**src/hw/emu_debug_pkg.sv**
```systemverilog
// constants and carrier types for the emulator-mode and trace block
package emu_debug_pkg;
  // register byte offsets
  localparam logic [3:0] REG_CFG_OFS = 4'h0;
  localparam logic [3:0] REG_STAT_OFS = 4'h4;
  // configuration field positions
  localparam int CFG_EMU_POS = 0;
  localparam int CFG_TRC_POS = 1;
  localparam int CFG_MAP_POS = 2;
  localparam int CFG_SHOW_RD_POS = 3;
  localparam int CFG_SHOW_WR_POS = 4;
  localparam int CFG_TGT_POS = 8;
  localparam logic [31:0] CFG_RESET = 32'h0000_0000;
  localparam logic [31:0] CFG_WMASK = 32'h0000_031F;
  // status field positions
  localparam int STAT_EMU_POS = 0;
  localparam int STAT_GRANT_POS = 1;
  localparam int STAT_STALL_POS = 2;
  localparam int STAT_TRACE_POS = 3;
  localparam int STAT_FLAG_POS = 4;
  // status and marker nibbles
  localparam logic [3:0] PST_IDLE = 4'h0;
  localparam logic [3:0] PST_NORMAL = 4'h1;
  localparam logic [3:0] PST_TAKEN = 4'h5;
  localparam logic [3:0] PST_EXIT = 4'h7;
  localparam logic [3:0] PST_ENTRY = 4'hD;
  localparam logic [3:0] MK_BYTE = 4'h8;
  localparam logic [3:0] MK_WORD = 4'h9;
  localparam logic [3:0] MK_3BYTE = 4'hA;
  localparam logic [3:0] MK_LONG = 4'hB;
  // remapped address space attributes
  localparam logic [1:0] TT_REMAP = 2'h2;
  localparam logic [2:0] TM_REMAP_DATA = 3'h5;
  localparam logic [2:0] TM_REMAP_FETCH = 3'h6;
  // emulator flag inside the top longword of a stack frame
  localparam int FS_EMU_POS = 17;
  // cycles the entry code stands on the status output
  localparam logic [2:0] ENTRY_HOLD_CYCLES = 3'h3;
  // operand sizes
  localparam logic [1:0] SZ_BYTE = 2'h0;
  localparam logic [1:0] SZ_WORD = 2'h1;
  localparam logic [1:0] SZ_LONG = 2'h2;

  typedef struct packed {
    logic [1:0] tt;
    logic [2:0] tm;
  } bus_attr_s;

  typedef struct packed {
    logic cof;
    logic cond;
    logic taken;
    logic tgt_valid;
    logic [31:0] tgt_addr;
    logic rd_valid;
    logic [1:0] rd_size;
    logic [31:0] rd_data;
    logic wr_valid;
    logic [1:0] wr_size;
    logic [31:0] wr_data;
  } trace_rec_s;
endpackage : emu_debug_pkg

```
**src/hw/emu_debug_core.sv**
```systemverilog
// emulator mode control, debug bus sharing and status/trace nibble stream
// Summary of operation
// - force-emulation bit is looked at only when reset exception processing starts.
// - debug interrupt exception start always enters emulator mode.
// - trace exception start enters emulator mode when trace-emulation bit set.
// - interrupts still serviced in emulator mode; frame fault flag marks it.
// - remap bit with emulator mode disables caching and on-chip SRAM.
// - remapped accesses use transfer type 2, modifier 5 or 6.
// - return from exception leaves emulator mode.
// - status output shows 0xD on entry and 0x7 on exit; mid data nibbles 0x7 is dropped and 0xD shows only in hold cycles left.
// - debug commands run concurrently except register accesses while core runs.
// - memory debug command: stall fetch, let bus finish, then grant.
// - core takes the bus back after the debug bus cycle.
// - instruction traces status 1 plus optional operand records per configuration.
// - operand record marker 0x8, 0x9 or 0xB precedes the data nibbles.
// - configuration selects operands for reads, writes or both.
// - config bits 9:8 select 2, 3 or 4 target bytes, markers 9/A/B.
// - conditional branch 5 taken, 1 not taken; unconditional always 5.
// - subroutine branch shows 5 then optional destination record of 2, 3 or 4 bytes per config bits 9:8.
// - bit operations on memory show 1 with byte source and destination.
// - operand record size follows the operation size.
// - long read-modify-write shows 1, four-byte source and destination records.
// - entry code 0xD is held for several cycles.
// - emulator flag sits at bit 17 of the frame's top longword.
// - return reloads the stacked flag and re-enters emulator mode if set.
`timescale 1ns/1ps
`default_nettype none
module emu_debug_core #(
  parameter int ADDR_W = 4
) (
  // clock and reset
  input wire logic CLK_SYS,
  input wire logic RESETN,
  // register bus
  input wire logic [ADDR_W-1:0] AVS_ADDRESS,
  input wire logic AVS_READ,
  input wire logic AVS_WRITE,
  input wire logic [31:0] AVS_WRITEDATA,
  input wire logic [3:0] AVS_BYTEENABLE,
  output logic [31:0] AVS_READDATA,
  output logic AVS_WAITREQUEST,
  // core exception events
  input wire logic RESET_PROC_START,
  input wire logic DEBUG_EXC_START,
  input wire logic TRACE_EXC_START,
  input wire logic OTHER_EXC_START,
  input wire logic RTE_EXEC,
  input wire logic RTE_STACKED_FLAG,
  output logic EMU_MODE,
  output logic [31:0] FRAME_FAULT_WORD,
  // memory access attributes
  input wire logic ACC_IS_FETCH,
  input wire emu_debug_pkg::bus_attr_s CORE_ATTR,
  output var emu_debug_pkg::bus_attr_s MEM_ATTR,
  output logic CACHE_SRAM_DISABLE,
  // debug command and bus sharing
  input wire logic CMD_VALID,
  input wire logic CMD_REG_ACCESS,
  input wire logic CORE_HALTED,
  output logic CMD_ACCEPT,
  output logic CMD_REFUSE,
  input wire logic DBG_BUS_REQ,
  input wire logic CORE_BUS_IDLE,
  input wire logic DBG_BUS_DONE,
  output logic FETCH_STALL,
  output logic DBG_BUS_GRANT,
  // trace stream
  input wire logic TRACE_VALID,
  input wire emu_debug_pkg::trace_rec_s TRACE_REC,
  output logic TRACE_READY,
  output logic [3:0] STATUS_TRACE
);
  typedef enum {ARB_CORE, ARB_DRAIN, ARB_DEBUG} arb_e;
  typedef enum {TR_IDLE, TR_STAT, TR_MARK, TR_DATA} tr_e;

  // segment 0 target, 1 read operand, 2 write operand
  function automatic logic seg_on(input emu_debug_pkg::trace_rec_s r,
                                  input logic [31:0] c, input logic [1:0] s);
    logic on;
    on = 1'b0;
    unique case (s)
      2'h0: on = r.cof && r.taken && r.tgt_valid && (c[emu_debug_pkg::CFG_TGT_POS +: 2] != 2'h0);
      2'h1: on = r.rd_valid && c[emu_debug_pkg::CFG_SHOW_RD_POS];
      2'h2: on = r.wr_valid && c[emu_debug_pkg::CFG_SHOW_WR_POS];
      default: on = 1'b0;
    endcase
    return on;
  endfunction : seg_on

  function automatic logic [3:0] size_marker(input logic [1:0] sz);
    logic [3:0] m;
    m = emu_debug_pkg::MK_LONG;
    if (sz == emu_debug_pkg::SZ_BYTE) begin
      m = emu_debug_pkg::MK_BYTE;
    end else if (sz == emu_debug_pkg::SZ_WORD) begin
      m = emu_debug_pkg::MK_WORD;
    end
    return m;
  endfunction : size_marker

  // data left aligned so the top nibble leaves first
  function automatic logic [31:0] size_align(input logic [1:0] sz, input logic [31:0] d);
    logic [31:0] a;
    a = d;
    if (sz == emu_debug_pkg::SZ_BYTE) begin
      a = {d[7:0], 24'h00_0000};
    end else if (sz == emu_debug_pkg::SZ_WORD) begin
      a = {d[15:0], 16'h0000};
    end
    return a;
  endfunction : size_align

  function automatic logic [3:0] size_nibbles(input logic [1:0] sz);
    logic [3:0] n;
    n = 4'h8;
    if (sz == emu_debug_pkg::SZ_BYTE) begin
      n = 4'h2;
    end else if (sz == emu_debug_pkg::SZ_WORD) begin
      n = 4'h4;
    end
    return n;
  endfunction : size_nibbles

  // register bus state
  logic [31:0] cfg_reg, cfg_next;
  logic wait_reg, wait_next;
  logic [31:0] rdata_reg, rdata_next;
  // mode, status output and trace state
  logic emu_reg, emu_next;
  logic flag_reg, flag_next;
  logic [2:0] hold_reg, hold_next;
  logic exit_reg, exit_next;
  logic [3:0] pst_reg, pst_next;
  tr_e tr_reg, tr_next;
  emu_debug_pkg::trace_rec_s rec_reg, rec_next;
  logic [1:0] seg_reg, seg_next;
  logic [3:0] nib_reg, nib_next;
  logic [31:0] shift_reg, shift_next;
  logic ready_reg, ready_next;
  emu_debug_pkg::bus_attr_s attr_reg, attr_next;
  logic cdis_reg, cdis_next;
  // arbitration state
  arb_e arb_reg, arb_next;
  logic [1:0] share_reg, share_next;
  logic acc_reg, acc_next;
  logic ref_reg, ref_next;

  logic remap;
  logic entry_evt;
  logic exit_evt;
  logic show_d;
  logic show_7;
  logic free;
  logic [1:0] tsel;
  logic [31:0] stat_word;

  assign remap = emu_reg && cfg_reg[emu_debug_pkg::CFG_MAP_POS];
  assign stat_word = {27'h000_0000, flag_reg, (tr_reg != TR_IDLE), (arb_reg != ARB_CORE),
                      (arb_reg == ARB_DEBUG), emu_reg};
  assign tsel = cfg_reg[emu_debug_pkg::CFG_TGT_POS +: 2];

  // register bus: one wait cycle, then answer
  always_comb begin
    cfg_next = cfg_reg;
    wait_next = 1'b1;
    rdata_next = rdata_reg;
    if ((AVS_READ || AVS_WRITE) && wait_reg) begin
      wait_next = 1'b0;
      rdata_next = 32'h0000_0000;
      if (AVS_READ && AVS_ADDRESS == emu_debug_pkg::REG_CFG_OFS) begin
        rdata_next = cfg_reg;
      end else if (AVS_READ && AVS_ADDRESS == emu_debug_pkg::REG_STAT_OFS) begin
        rdata_next = stat_word;
      end
    end
    if (AVS_WRITE && !wait_reg && AVS_ADDRESS == emu_debug_pkg::REG_CFG_OFS) begin
      for (int b = 0; b < 4; b++) begin
        if (AVS_BYTEENABLE[b]) begin
          cfg_next[8*b +: 8] = AVS_WRITEDATA[8*b +: 8] & emu_debug_pkg::CFG_WMASK[8*b +: 8];
        end
      end
    end
  end

  always_ff @(posedge CLK_SYS or negedge RESETN) begin
    if (!RESETN) begin
      cfg_reg <= emu_debug_pkg::CFG_RESET;
      wait_reg <= 1'b1;
      rdata_reg <= 32'h0000_0000;
    end else begin
      cfg_reg <= cfg_next;
      wait_reg <= wait_next;
      rdata_reg <= rdata_next;
    end
  end

  // entry and exit of emulator mode
  assign entry_evt = DEBUG_EXC_START
                   || (TRACE_EXC_START && cfg_reg[emu_debug_pkg::CFG_TRC_POS])
                   || (RESET_PROC_START && cfg_reg[emu_debug_pkg::CFG_EMU_POS])
                   || (RTE_EXEC && RTE_STACKED_FLAG);
  assign exit_evt = RTE_EXEC && !RTE_STACKED_FLAG && emu_reg;
  assign show_d = entry_evt || (hold_reg != 3'h0);
  assign show_7 = (exit_evt || exit_reg) && !show_d;
  assign free = !show_d && !show_7;

  always_comb begin
    emu_next = emu_reg;
    flag_next = flag_reg;
    hold_next = (hold_reg != 3'h0) ? hold_reg - 3'h1 : 3'h0;
    exit_next = exit_reg;
    pst_next = emu_debug_pkg::PST_IDLE;
    tr_next = tr_reg;
    rec_next = rec_reg;
    seg_next = seg_reg;
    nib_next = nib_reg;
    shift_next = shift_reg;
    if (OTHER_EXC_START && !entry_evt) begin
      flag_next = emu_reg;
      emu_next = 1'b0;
    end
    if (entry_evt) begin
      emu_next = 1'b1;
      hold_next = emu_debug_pkg::ENTRY_HOLD_CYCLES - 3'h1;
    end else if (exit_evt) begin
      emu_next = 1'b0;
      exit_next = 1'b1;
    end
    if (show_d) begin
      pst_next = emu_debug_pkg::PST_ENTRY;
    end else if (show_7) begin
      pst_next = emu_debug_pkg::PST_EXIT;
      exit_next = 1'b0;
    end
    unique case (tr_reg)
      TR_IDLE: begin
        if (TRACE_VALID && ready_reg) begin
          rec_next = TRACE_REC;
          tr_next = TR_STAT;
        end
      end
      TR_STAT: begin
        if (free) begin
          pst_next = (rec_reg.cof && (!rec_reg.cond || rec_reg.taken)) ?
                     emu_debug_pkg::PST_TAKEN : emu_debug_pkg::PST_NORMAL;
          tr_next = TR_IDLE;
          for (int s = 2; s >= 0; s--) begin
            if (seg_on(rec_reg, cfg_reg, s[1:0])) begin
              seg_next = s[1:0];
              tr_next = TR_MARK;
            end
          end
        end
      end
      TR_MARK: begin
        if (free) begin
          tr_next = TR_DATA;
          unique case (seg_reg)
            2'h0: begin
              pst_next = (tsel == 2'h1) ? emu_debug_pkg::MK_WORD :
                         ((tsel == 2'h2) ? emu_debug_pkg::MK_3BYTE : emu_debug_pkg::MK_LONG);
              nib_next = (tsel == 2'h1) ? 4'h4 : ((tsel == 2'h2) ? 4'h6 : 4'h8);
              shift_next = (tsel == 2'h1) ? {rec_reg.tgt_addr[15:0], 16'h0000} :
                           ((tsel == 2'h2) ? {rec_reg.tgt_addr[23:0], 8'h00} : rec_reg.tgt_addr);
            end
            2'h1: begin
              pst_next = size_marker(rec_reg.rd_size);
              nib_next = size_nibbles(rec_reg.rd_size);
              shift_next = size_align(rec_reg.rd_size, rec_reg.rd_data);
            end
            default: begin
              pst_next = size_marker(rec_reg.wr_size);
              nib_next = size_nibbles(rec_reg.wr_size);
              shift_next = size_align(rec_reg.wr_size, rec_reg.wr_data);
            end
          endcase
        end
      end
      TR_DATA: begin
        // data nibbles run without gaps once the marker is out
        pst_next = shift_reg[31:28];
        shift_next = {shift_reg[27:0], 4'h0};
        nib_next = nib_reg - 4'h1;
        if (nib_reg == 4'h1) begin
          tr_next = TR_IDLE;
          for (int s = 2; s >= 0; s--) begin
            if (s[1:0] > seg_reg && seg_on(rec_reg, cfg_reg, s[1:0])) begin
              seg_next = s[1:0];
              tr_next = TR_MARK;
            end
          end
        end
      end
    endcase
    ready_next = (tr_next == TR_IDLE) && !(tr_reg == TR_IDLE && TRACE_VALID && ready_reg);
    attr_next = CORE_ATTR;
    if (remap) begin
      attr_next.tt = emu_debug_pkg::TT_REMAP;
      attr_next.tm = ACC_IS_FETCH ? emu_debug_pkg::TM_REMAP_FETCH : emu_debug_pkg::TM_REMAP_DATA;
    end
    cdis_next = remap;
  end

  always_ff @(posedge CLK_SYS or negedge RESETN) begin
    if (!RESETN) begin
      emu_reg <= 1'b0;
      flag_reg <= 1'b0;
      hold_reg <= 3'h0;
      exit_reg <= 1'b0;
      pst_reg <= emu_debug_pkg::PST_IDLE;
      tr_reg <= TR_IDLE;
      rec_reg <= '0;
      seg_reg <= 2'h0;
      nib_reg <= 4'h0;
      shift_reg <= 32'h0000_0000;
      ready_reg <= 1'b0;
      attr_reg <= '0;
      cdis_reg <= 1'b0;
    end else begin
      emu_reg <= emu_next;
      flag_reg <= flag_next;
      hold_reg <= hold_next;
      exit_reg <= exit_next;
      pst_reg <= pst_next;
      tr_reg <= tr_next;
      rec_reg <= rec_next;
      seg_reg <= seg_next;
      nib_reg <= nib_next;
      shift_reg <= shift_next;
      ready_reg <= ready_next;
      attr_reg <= attr_next;
      cdis_reg <= cdis_next;
    end
  end

  // local bus sharing with debug commands
  always_comb begin
    arb_next = arb_reg;
    acc_next = 1'b0;
    ref_next = 1'b0;
    if (CMD_VALID) begin
      ref_next = CMD_REG_ACCESS && !CORE_HALTED;
      acc_next = !ref_next;
    end
    unique case (arb_reg)
      ARB_CORE: begin
        if (DBG_BUS_REQ) begin
          arb_next = ARB_DRAIN;
        end
      end
      ARB_DRAIN: begin
        if (CORE_BUS_IDLE) begin
          arb_next = ARB_DEBUG;
        end
      end
      ARB_DEBUG: begin
        if (DBG_BUS_DONE) begin
          arb_next = ARB_CORE;
        end
      end
    endcase
    // stall and grant registered so both leave straight from flops
    share_next = {arb_next != ARB_CORE, arb_next == ARB_DEBUG};
  end

  always_ff @(posedge CLK_SYS or negedge RESETN) begin
    if (!RESETN) begin
      arb_reg <= ARB_CORE;
      share_reg <= 2'h0;
      acc_reg <= 1'b0;
      ref_reg <= 1'b0;
    end else begin
      arb_reg <= arb_next;
      share_reg <= share_next;
      acc_reg <= acc_next;
      ref_reg <= ref_next;
    end
  end

  assign AVS_READDATA = rdata_reg;
  assign AVS_WAITREQUEST = wait_reg;
  assign EMU_MODE = emu_reg;
  assign FRAME_FAULT_WORD = {14'h0000, flag_reg, 17'h0_0000};
  assign MEM_ATTR = attr_reg;
  assign CACHE_SRAM_DISABLE = cdis_reg;
  assign CMD_ACCEPT = acc_reg;
  assign CMD_REFUSE = ref_reg;
  assign FETCH_STALL = share_reg[1];
  assign DBG_BUS_GRANT = share_reg[0];
  assign TRACE_READY = ready_reg;
  assign STATUS_TRACE = pst_reg;
endmodule : emu_debug_core
`default_nettype wire

```
**config.mk**
```make
export PLATFORM = sky130hd
export DESIGN_NAME = emu_debug_core
export DESIGN_NICKNAME = d
export VERILOG_FILES = /design/src/hw/emu_debug_pkg.sv /design/src/hw/emu_debug_core.sv
export SDC_FILE = /design/constraint.sdc
export NUM_CORES = 1
export LEC_CHECK = 0
export ABC_AREA = 0
export BUFFER_PORTS_ARGS = -buffer_cell sky130_fd_sc_hd__buf_2
export CORE_ASPECT_RATIO = 1.5
export CORE_UTILIZATION = 59
export DETAILED_ROUTE_END_ITERATION = 7
export GPL_ROUTABILITY_DRIVEN = 0
export GPL_TIMING_DRIVEN = 0
export PLACE_DENSITY = 0.85
export RECOVER_POWER = 50
export SLEW_MARGIN = 0
export SYNTH_ARGS = -nofsm -noshare
export SYNTH_HDL_FRONTEND = slang
export SYNTH_SLANG_ARGS = --single-unit
export TNS_END_PERCENT = 20
```
**constraint.sdc**
```tcl
create_clock -name CLK_SYS -period 5.9 [get_ports CLK_SYS]
set_clock_uncertainty 0.2 [all_clocks]
set_input_delay 0.885 -clock CLK_SYS [delete_from_list [all_inputs] [get_ports CLK_SYS]]
set_output_delay 0.885 -clock CLK_SYS [all_outputs]
set_load 0.03 [all_outputs]
```
After elaboration in Yosys (flattened, before gate mapping)
Cells that the tools add are included.
{"block": "totals", "n_memories": 0, "latchBits": 0, "regBits": 269, "in_bits": 169, "wordCells": 204, "output_inout_bits": 81, "romBits": 0, "mem_bits_rw": 0}
{"block": "classes", "n_reduce_logical": 65, "n_mul": 0, "mux": 83, "addsub": 2, "magnitude_cmp": 3, "n_eq_ne": 19, "n_div": 0, "bitwise_logic": 0, "shift": 0}
{"cell": "$mux 32", "n": 19}
{"cell": "$logic_not 32->1", "n": 4}
{"cell": "$pmux 32 s2", "n": 2}
{"cell": "$pmux 32 s4", "n": 1}
{"cell": "$eq 32x2->1 const B", "n": 3}
{"cell": "$pmux 32 s3", "n": 1}
{"cell": "$reduce_bool 32->1", "n": 3}
{"cell": "$eq 32x1->1 const B", "n": 2}
{"cell": "$eq 32x3->1 const B", "n": 2}
{"cell": "$mux 4", "n": 10}
{"cell": "$mux 2", "n": 16}
{"cell": "$logic_and 1x1->1", "n": 28}
{"cell": "$mux 1", "n": 23}
{"cell": "$pmux 4 s2", "n": 2}
{"cell": "$mux 3", "n": 4}
{"cell": "$pmux 4 s3", "n": 1}
{"cell": "$mux 5", "n": 2}
{"cell": "$logic_not 1->1", "n": 9}
{"cell": "$eq 2x1->1 const B", "n": 4}
{"cell": "$pmux 2 s2", "n": 2}
{"cell": "$reduce_and 2->1", "n": 4}
{"cell": "$logic_or 1x1->1", "n": 7}
{"cell": "$logic_not 2->1", "n": 3}
{"cell": "$ne 2x2->1 const B", "n": 3}
{"cell": "13 further kinds", "n": 17}

Logic depth before layout (Yosys ltp)
Gate-level depths: netlist of run 1.
{"block": "depth", "ltp_word": 18, "ltp_mapped": 9, "ltp_nobuf": 7}

Worst setup path before layout of run 1
No wires, ideal clock.
{"block": "synth_timing", "kind": "reg2reg", "from": "reg tr_reg[20]", "to": "reg rec_reg[100] (netlist bit)", "t_arrival_ns": 2.510, "setup_ns": 0.127, "period_less_slack_ns": 2.838, "t_required_ns": 5.573, "stages_incl_launch_ff": 9, "path_buffers": 3, "slack_ns": 3.062, "path_cell_list": "dfrtp_1 or4_4 or4_4 nor2_4 and4_1 buf_4 buf_8 buf_8 mux2_1"}
{"block": "synth_between", "elab_chain_cells": 2}
{"element": "start, declared", "line": "emu_debug_core.sv:134", "source": "tr_e tr_reg, tr_next;"}
{"element": "start signal, assigned", "line": "emu_debug_core.sv:325", "source": "tr_reg <= tr_next;"}
{"element": "$logic_not 32->1", "line": "emu_debug_core.sv:235", "source": "unique case (tr_reg)"}
{"element": "$reduce_and 2->1 (no line)"}
{"element": "end signal, assigned", "line": "emu_debug_core.sv:326", "source": "rec_reg <= rec_next;"}
{"element": "end, declared", "line": "emu_debug_core.sv:135", "source": "emu_debug_pkg::trace_rec_s rec_reg, rec_next;"}
Every way passes these cells.
A chain may end at the register's enable or synchronous reset.

Final worst setup path of run 1
{"block": "layout_timing", "from": "reg cfg_reg[8]", "to": "reg shift_reg[24]"}
{"block": "layout_between", "elab_chain_cells": 6, "elab_cells_between_ends": 7, "classes_between": "2 x eq/ne; 5 x mux"}
{"element": "start, declared", "line": "emu_debug_core.sv:125", "source": "logic [31:0] cfg_reg, cfg_next;"}
{"element": "start signal, assigned", "line": "emu_debug_core.sv:187", "source": "cfg_reg <= emu_debug_pkg::CFG_RESET;"}
{"element": "start signal, assigned", "line": "emu_debug_core.sv:191", "source": "cfg_reg <= cfg_next;"}
{"element": "$eq 2x2->1", "line": "emu_debug_core.sv:264", "source": "((tsel == 2'h2) ? {rec_reg.tgt_addr[23:0], 8'h00} : rec_reg.tgt_addr);"}
{"element": "$mux 32", "line": "emu_debug_core.sv:264"}
{"element": "$mux 32 (*)", "line": "emu_debug_core.sv:263", "source": "shift_next = (tsel == 2'h1) ? {rec_reg.tgt_addr[15:0], 16'h0000} :"}
{"element": "$pmux 32 s2 (*)", "line": "emu_debug_core.sv:258", "source": "unique case (seg_reg)"}
{"element": "$mux 32 (*)", "line": "emu_debug_core.sv:256", "source": "if (free) begin"}
{"element": "$pmux 32 s2 (*)", "line": "emu_debug_core.sv:235"}
{"element": "end signal, assigned", "line": "emu_debug_core.sv:329", "source": "shift_reg <= shift_next;"}
{"element": "end, declared", "line": "emu_debug_core.sv:138", "source": "logic [31:0] shift_reg, shift_next;"}
Mark *: on every way between the ends. The rest lies on a longest branch, timed or not. The select of a mux whose other input is x is not followed.

==> reports/qor.json, run 1 <==
{
  "number_of_global_route_vias_before_repair": 9331,
  "worstPathBufferInverterCount": 3,
  "starting_density_of_the_core": 0.6097,
  "crit_path_cell_trace": "inv_1 -> ha_1 -> clkbuf_1 -> clkbuf_1 -> mux2i_1 -> o21ai_0 -> a2111oi_0 -> o31ai_1",
  "startpoint_type": "flop",
  "maxSlewHeadroom": -0.8896,
  "worst_path_largest_cell_delay_ns": 0.68,
  "worst_path_most_repeated_cell": "clkbuf_1",
  "synth_enable_flop_cells": 0,
  "postCtsHoldBufs": 0,
  "boundaryPins": 250,
  "starting_drc_count_in_detailed_routing": 805,
  "mostFrequentLayoutCell": "dfrtp_1",
  "ctsHtreeMaxLevel": 1,
  "finalMaxSlewViolations": 115,
  "cts_post_setup_buffers_inserted": 0,
  "placementRows": 62,
  "power_leakage_nw": 6.413,
  "number_of_max_capacitance_violations_reported": 1,
  "unrepaired_setup_endpoints_after_global_routing": "false",
  "insertedDiodeCount": 0,
  "critical_path.endpoint_type": "flop",
  "clock_tree_from_tritoncts": "yes",
  "power.combinational.fraction": 0.323,
  "synthFlopType": "dfrtp_1",
  "number_of_instances_in_the_synthesized_netlist": 1043,
  "ys_seq_elements": 244,
  "cts.sinks": 244,
  "area_growth_syn_to_layout_pct": 18.23,
  "dieWidth_um": 117.4,
  "ys_warn_count": 0,
  "power_density_nw_per_um2": 448.6,
  "nets": 1465,
  "failed_checks": "capacitance limit, slew limit",
  "antenna_left": 0,
  "hold_path.class": "flop to flop",
  "avg_cell_area_syn_um2": 11.29,
  "proportion_of_synthesized_chip_area_in_sequential_cells": 0.5185,
  "groute.usage.overall": 0.3122,
  "fin_crit_sh": 0.5662,
  "die_area_um2": 20540,
  "critical_path_arrival_ns": 3.52,
  "final-hold-violation-count": 0,
  "detailedRoute.firstPassIterationCount": 8,
  "drt-total-wl_mm": 31.25,
  "clk_pin_slew_ns": 0.06,
  "clock_path_buffers": 3,
  "mostFrequentLayoutCells": "243 x dfrtp_1, 164 x buf_2, 87 x nand2_1",
  "detail_route.vias_per_cell": 5.960,
  "cp_max_fo": 10,
  "via_count": 9315,
  "clockRootBuffer": "clkbuf_16",
  "tightestPinTransition_ns": 2.834,
  "timing.final.setup_violations": 0,
  "fmax_mhz": 299.3,
  "cts_repair_resize_count": 0,
  "yosysUniqueCellTypes": 65,
  "final_layout_size_suffix_gt1_frac": 0.2793,
  "detailedPlacementHpwl_mm": 22.99,
  "sw_frac_of_total": 0.3654,
  "dpl_cell_area_um2": 13170,
  "setup_tns_ns": 0,
  "run_status": "complete, but fails checks",
  "pin_count_of_the_biggest_net_entering_global_routing": 131,
  "tritoncts_buffers": 23,
  "clock_power_share": 0.241,
  "grt_remaining_overflow": 0,
  "finalCriticalPeriod_ns": 3.341,
  "criticalPathCategory": "flop to flop",
  "fill_cell_instance_count_of_the_final_layout": 1387,
  "peak_ir_drop_on_the_vdd_network_mv": 0.3320,
  "switchingPower_mw": 2.282,
  "core-area_um2": 19320,
  "area_of_all_placed_cells_without_fillers_um2": 13920,
  "avgRoutedWirePerCell_um": 20.00,
  "antenna_found_initial": 0,
  "critical_path.top_delay_family": "buffers and inverters",
  "flip_flop_count_of_the_largest_register_all_copies_and_words_added": 106,
  "synth.cell_area_um2": 11780,
  "remaining_drc_errors": 0,
  "critical_path_required_time_ns": 6.08,
  "cp_slowest_cell": "a2111oi_0",
  "source_to_sink_clock_delay_at_the_later_pin_of_the_worst_skew_pair_ns": 0.52,
  "power_report.internal_total_mw": 3.965,
  "placement.io_buffers": 166,
  "asyncSetResetFlopFracSynth": 1.000,
  "grt_pass1_wl_mm": 49.70,
  "chipHeight_um": 175.0,
  "power_frac_seq": 0.436
}
-- synthesized netlist by cell type (10+ instances only) --
cell	instances	area share
mux2i_1	36	0.031
o21ai_0	43	0.018
a21oi_1	18	0.0076
o211ai_1	51	0.033
nor2_1	27	0.0086
or4_1	13	0.0083
a221oi_1	11	0.0082
nand2_1	87	0.028
inv_1	13	0.0041
a222oi_1	16	0.014
and2_1	35	0.019
dfrtp_1	243	0.52
nor2b_1	39	0.021
a22o_1	10	0.0074
nand3_1	26	0.011
nor4_1	18	0.0096
mux2_2	80	0.076
mux2_1	40	0.038
buf_4	64	0.041
clkbuf_1	55	0.018
-- routing by layer --
layer | share of wire | global-route usage
met4 | 0.076 | 0.2094
met3 | 0.074 | 0.06625
met5 | 0 | 0
met1 | 0.36 | 0.3514
met2 | 0.49 | 0.5330
-- worst reg2reg max path: cells and delay by family (launching register included) --
family                   cells  cell delay, ns
buffers and inverters        3            1.17
AO/OA/AOI/OAI                3            1.00
flip-flops                   1            0.42
multiplexers                 1            0.25
adder cells (fa/ha/maj)      1            0.15
-- final cells by class --
| type | instances | area [um2] | share of cell area |
|---|---|---|---|
| flip-flops and latches | 244 | 6107 | 0.4386 |
| multi-input cells | 713 | 5051 | 0.3627 |
| repair buffers | 167 | 857.1 | 0.06155 |
| plain buffers | 127 | 773.2 | 0.05553 |
| clock buffers | 31 | 625.6 | 0.04493 |
| well taps | 256 | 320.3 | 0.02300 |
| clock inverters | 11 | 137.6 | 0.009884 |
| inverters | 14 | 52.55 | 0.003774 |
-- per-stage QoR --
stage | util | power [mW] | std cells | worst slack (ns) | hold slack (ns)
final | 0.7209 | 6.247 | 1563 | 2.559 | 0.2783
after floorplan | - | 3.932 | 1098 | 3.062 | 0.2437
after detailed placement | 0.6820 | 4.666 | 1521 | 2.638 | 0.2671
after global placement | 0.6800 | 4.565 | 1520 | -0.3527 | 0.2585
after CTS | 0.7215 | 6.179 | 1563 | 2.673 | 0.2700
after global routing | 0.7209 | 6.530 | 1563 | 2.274 | 0.3031
-- kinds of logic (layout without fill, tap and decap cells) --
group | count (synthesis) | count (layout) | share of synthesized area
other | 1 | 56 | 0.0003184
xor gates and xnor gates | 1 | 1 | 0.0007438
buffers and inverters | 141 | 350 | 0.07012
and+or+nand+nor | 290 | 290 | 0.1342
muxes | 156 | 156 | 0.1453
AOI/OAI and AO/OA | 204 | 204 | 0.1244
DFF | 244 | 244 | 0.5185
adders and majority gates | 6 | 6 | 0.006374
-- power groups by stage --
stage	clock network [mW]	logic (mW)	registers, mW
floorplan	0	1.40	2.53
global placement	0	1.88	2.68
detailed placement	0	1.96	2.71
CTS	1.52	1.97	2.68
global route	1.59	2.18	2.76
finish	1.51	2.02	2.72
-- path summary, 6_finish.rpt --
| path | startpoint | endpoint | slack (ns) | depth (start not counted) |
|---|---|---|---|---|
| setup / recovery | cfg_reg[8] | shift_reg[24] | 2.56 | 8 |
| hold / removal | tr_reg[21] | tr_reg[21] | 0.28 | 1 |
| setup reg to reg | cfg_reg[8] | shift_reg[24] | 2.56 | 8 |
| hold reg to reg | tr_reg[21] | tr_reg[21] | 0.28 | 1 |
| max in group asynchronous | RESETN | rec_reg[87] | 2.77 | 1 |
| min in group asynchronous | RESETN | rec_reg[35] | 1.03 | 1 |
No activity file was read; power rests on OpenSTA's default activity.
==> run 2, diff against run 1 <==
Settings changed: ABC_AREA 0 to 1, CORE_UTILIZATION 59 to 50, PLACE_DENSITY 0.85 to 0.77.
Clock period 5.9 ns to 2.8 ns, I/O delays scaled along.
==> reports/qor.json, run 2 <==
{
  "fill_cell_instance_count_of_the_final_layout": 1912,
  "worst_r2r_endpoint": "shift_reg[25]",
  "hp-start": "TRACE_REC[81]",
  "timing.final.setup_violations": 0,
  "detailedPlacementHpwl_mm": 26.02,
  "worstPathBufferInverterCount": 4,
  "multiInputGateArea_um2": 4638,
  "clockRootBuffer": "clkbuf_16",
  "placed_cells_incl_taps": 2034,
  "final_layout_size_suffix_gt1_frac": 0.1620,
  "fmax_mhz": 371.4,
  "starting_density_of_the_core": 0.5073,
  "cts_post_setup_buffers_inserted": 0,
  "flip_flop_count_of_the_largest_register_all_copies_and_words_added": 106,
  "dieWidth_um": 128.5,
  "grt_pass1_wl_mm": 59.09,
  "ctsHtreeMaxLevel": 1,
  "area_of_all_placed_cells_without_fillers_um2": 15510,
  "worst_path_largest_cell_delay_ns": 0.38,
  "power_frac_seq": 0.453,
  "asyncSetResetFlopFracSynth": 1.000,
  "hold-path-cell-count": 3,
  "chipHeight_um": 191.7,
  "register_to_register_setup_slack_ns": 0.11,
  "hold_path_end": "rec_reg[81]",
  "hold_slack_ns": 0.02153,
  "mostFrequentLayoutCells": "408 x nand2_1, 243 x dfrtp_1, 187 x nor2_1",
  "critical_path_arrival_ns": 2.90,
  "critical_path.endpoint_type": "flop",
  "critical_path.top_delay_family": "buffers and inverters",
  "power.combinational.fraction": 0.122,
  "unrepaired_setup_endpoints_after_global_routing": "false",
  "final-hold-violation-count": 0,
  "die_area_um2": 24640,
  "area_growth_syn_to_layout_pct": 29.26,
  "number_of_instances_in_the_synthesized_netlist": 1493,
  "cts.sinks": 244,
  "source_to_sink_clock_delay_at_the_later_pin_of_the_worst_skew_pair_ns": 0.53,
  "layout.core_utilization": 0.6557,
  "insertedDiodeCount": 0,
  "yosys-top-cells-count": "408 x nand2_1, 243 x dfrtp_1, 186 x nor2_1",
  "critical_path_required_time_ns": 3.01,
  "final-seq-area_um2": 6107,
  "reg2reg_depth": 10,
  "boundaryPins": 250,
  "synth_enable_flop_cells": 0,
  "mostFrequentLayoutCell": "nand2_1",
  "yosysUniqueCellTypes": 47,
  "starting_drc_count_in_detailed_routing": 986,
  "clock_tree_from_tritoncts": "yes",
  "number_of_max_capacitance_violations_reported": 0,
  "remaining_drc_errors": 0,
  "synth.top_cells.by_area": "dfrtp_1 51%, nand2_1 13%, nor2_1 5.8%",
  "drt-total-wl_mm": 38.42,
  "detailedRoute.firstPassIterationCount": 6,
  "clk_pin_slew_ns": 0.07,
  "synthFlopType": "dfrtp_1",
  "criticalPathCategory": "flop to flop",
  "peak_ir_drop_on_the_vdd_network_mv": 0.5828,
  "fin_crit_sh": 0.9615,
  "via_count": 11730,
  "post-synth-top-area-fraction": 0.5067,
  "cp_max_fo": 10,
  "proportion_of_synthesized_chip_area_in_sequential_cells": 0.5089,
  "stdcell_count": 2202,
  "hold_path.class": "input port to flop",
  "synth.cell_area_um2": 12000,
  "crit_path_cell_trace": "inv_1 -> ha_1 -> clkbuf_1 -> buf_2 -> buf_2 -> a21oi_1 -> a21oi_1 -> nand3_1 -> o211ai_1 -> nand2_1",
  "detail_route.vias_per_cell": 5.327,
  "clock_path_buffers": 3,
  "antenna_left": 0,
  "maxSlewHeadroom": 0.2614,
  "power_mw": 8.059,
  "switchingPower_mw": 2.058,
  "finalCriticalPeriod_ns": 2.692,
  "tightestPinTransition_ns": 1.108,
  "avg_cell_area_syn_um2": 8.038,
  "ys_seq_elements": 244,
  "clock_power_share": 0.425,
  "pin_count_of_the_biggest_net_entering_global_routing": 125,
  "first_element_of_the_critical_path": "cfg_reg[8]",
  "tritoncts_buffers": 24,
  "start_of_the_worst_register_to_register_path": "cfg_reg[8]",
  "power_report.internal_total_mw": 6.001,
  "power_leakage_nw": 7.860,
  "antenna_found_initial": 0,
  "dpl_cell_area_um2": 13500,
  "ys_warn_count": 0,
  "placementRows": 69,
  "power_density_nw_per_um2": 519.6,
  "sw_frac_of_total": 0.2553,
  "finalMaxSlewViolations": 0,
  "grt_remaining_overflow": 0,
  "number_of_global_route_vias_before_repair": 11700,
  "post-synth-top-count-cell": "nand2_1",
  "core-area_um2": 23660,
  "avgRoutedWirePerCell_um": 17.45,
  "nets": 2040,
  "run_status": "finished, final reports clean",
  "placement.io_buffers": 165,
  "yosys.area.top_type": "dfrtp_1",
  "groute.usage.overall": 0.3120,
  "cp_slowest_cell": "dfrtp_1",
  "startpoint_type": "flop"
}
run 2: cell types whose count changed in the layout (fill, tap and decap cells not counted), moves of 39 or more:
cell and delta:
inv_1 +161, nand2_1 +321, nor2_1 +160, mux2_2 -76
o211ai_1 -40, dlygate4sd3_1 +124, mux2_1 -40, o21ai_1 +62
nor2b_1 -39
run 2: how the worst max path moves through the flow:
stage	end	slack, ns	cells after the start
floorplan	shift_reg[31]	0.84	10
global placement	arb_reg[5]	-3.06	1
detailed placement	shift_reg[29]	0.21	11
CTS	shift_reg[29]	0.18	11
global route	shift_reg[28]	0.02	10
finish	shift_reg[25]	0.11	10
run 2: worst min-delay path, delay by kind of cell:
family                 cells  cell delay, ns
buffers and inverters      1            0.11
AOI/OAI and AO/OA          1            0.10
and+or+nand+nor            1            0.07
run 2: cell families (layout without fill, tap and decap cells):
group,count (synthesis),count (layout),share of synthesized area
XOR/XNOR,2,2,0.001460
other,1,56,0.0003125
adder cells (fa/ha/maj),6,6,0.006256
AND/OR/NAND/NOR,678,678,0.2287
buffers and inverters,295,630,0.1215
multiplexers,5,5,0.004587
AO/OA/AOI/OAI,262,262,0.1283
flip-flops,244,244,0.5089
run 2: metal layers:
metal	part of all wire	up-vias	track usage	routed length, um
li1	-	5416	-	-
met1	0.34	5476	0.3366	13160
met2	0.49	642	0.5397	18930
met3	0.080	196	0.05265	3082
met4	0.084	0	0.2448	3243
met5	0	-	0	0
run 2: power groups by stage:
stage / combinational, mW / clock (mW) / sequential [mW]
after global placement: 0.811 / 0 / 3.71
after global routing: 1.06 / 3.56 / 3.66
after floorplan: 0.447 / 0 / 3.78
after CTS: 0.976 / 3.44 / 3.65
final: 0.979 / 3.43 / 3.65
after detailed placement: 0.837 / 0 / 3.71
run 2: cell type report:
| cell class | count | area share |
|---|---|---|
| Inverter | 182 | 0.04404 |
| Sequential cell | 244 | 0.3937 |
| Multi-Input combinational cell | 1009 | 0.2990 |
| Clock inverter | 6 | 0.005808 |
| Buffer | 113 | 0.04993 |
| Timing Repair Buffer | 291 | 0.1337 |
| Clock buffer | 38 | 0.04800 |
| Tap cell | 319 | 0.02573 |
run 2: repair_timing:
| action | CTS | global route |
|---|---|---|
| resized for setup | 0 | 1 |
| setup endpoints to repair | 0 | 1 |
| endpoints found under the hold margin | 244 | 0 |
| hold buffers | 124 | 0 |
run 2: stage by stage:
stage	setup TNS, ns	setup WS (ns)
floorplan	0	0.8351
global placement	-740.28	-3.063
detailed placement	0	0.2112
CTS	0	0.1821
global route	0	0.01632
finish	0	0.1078
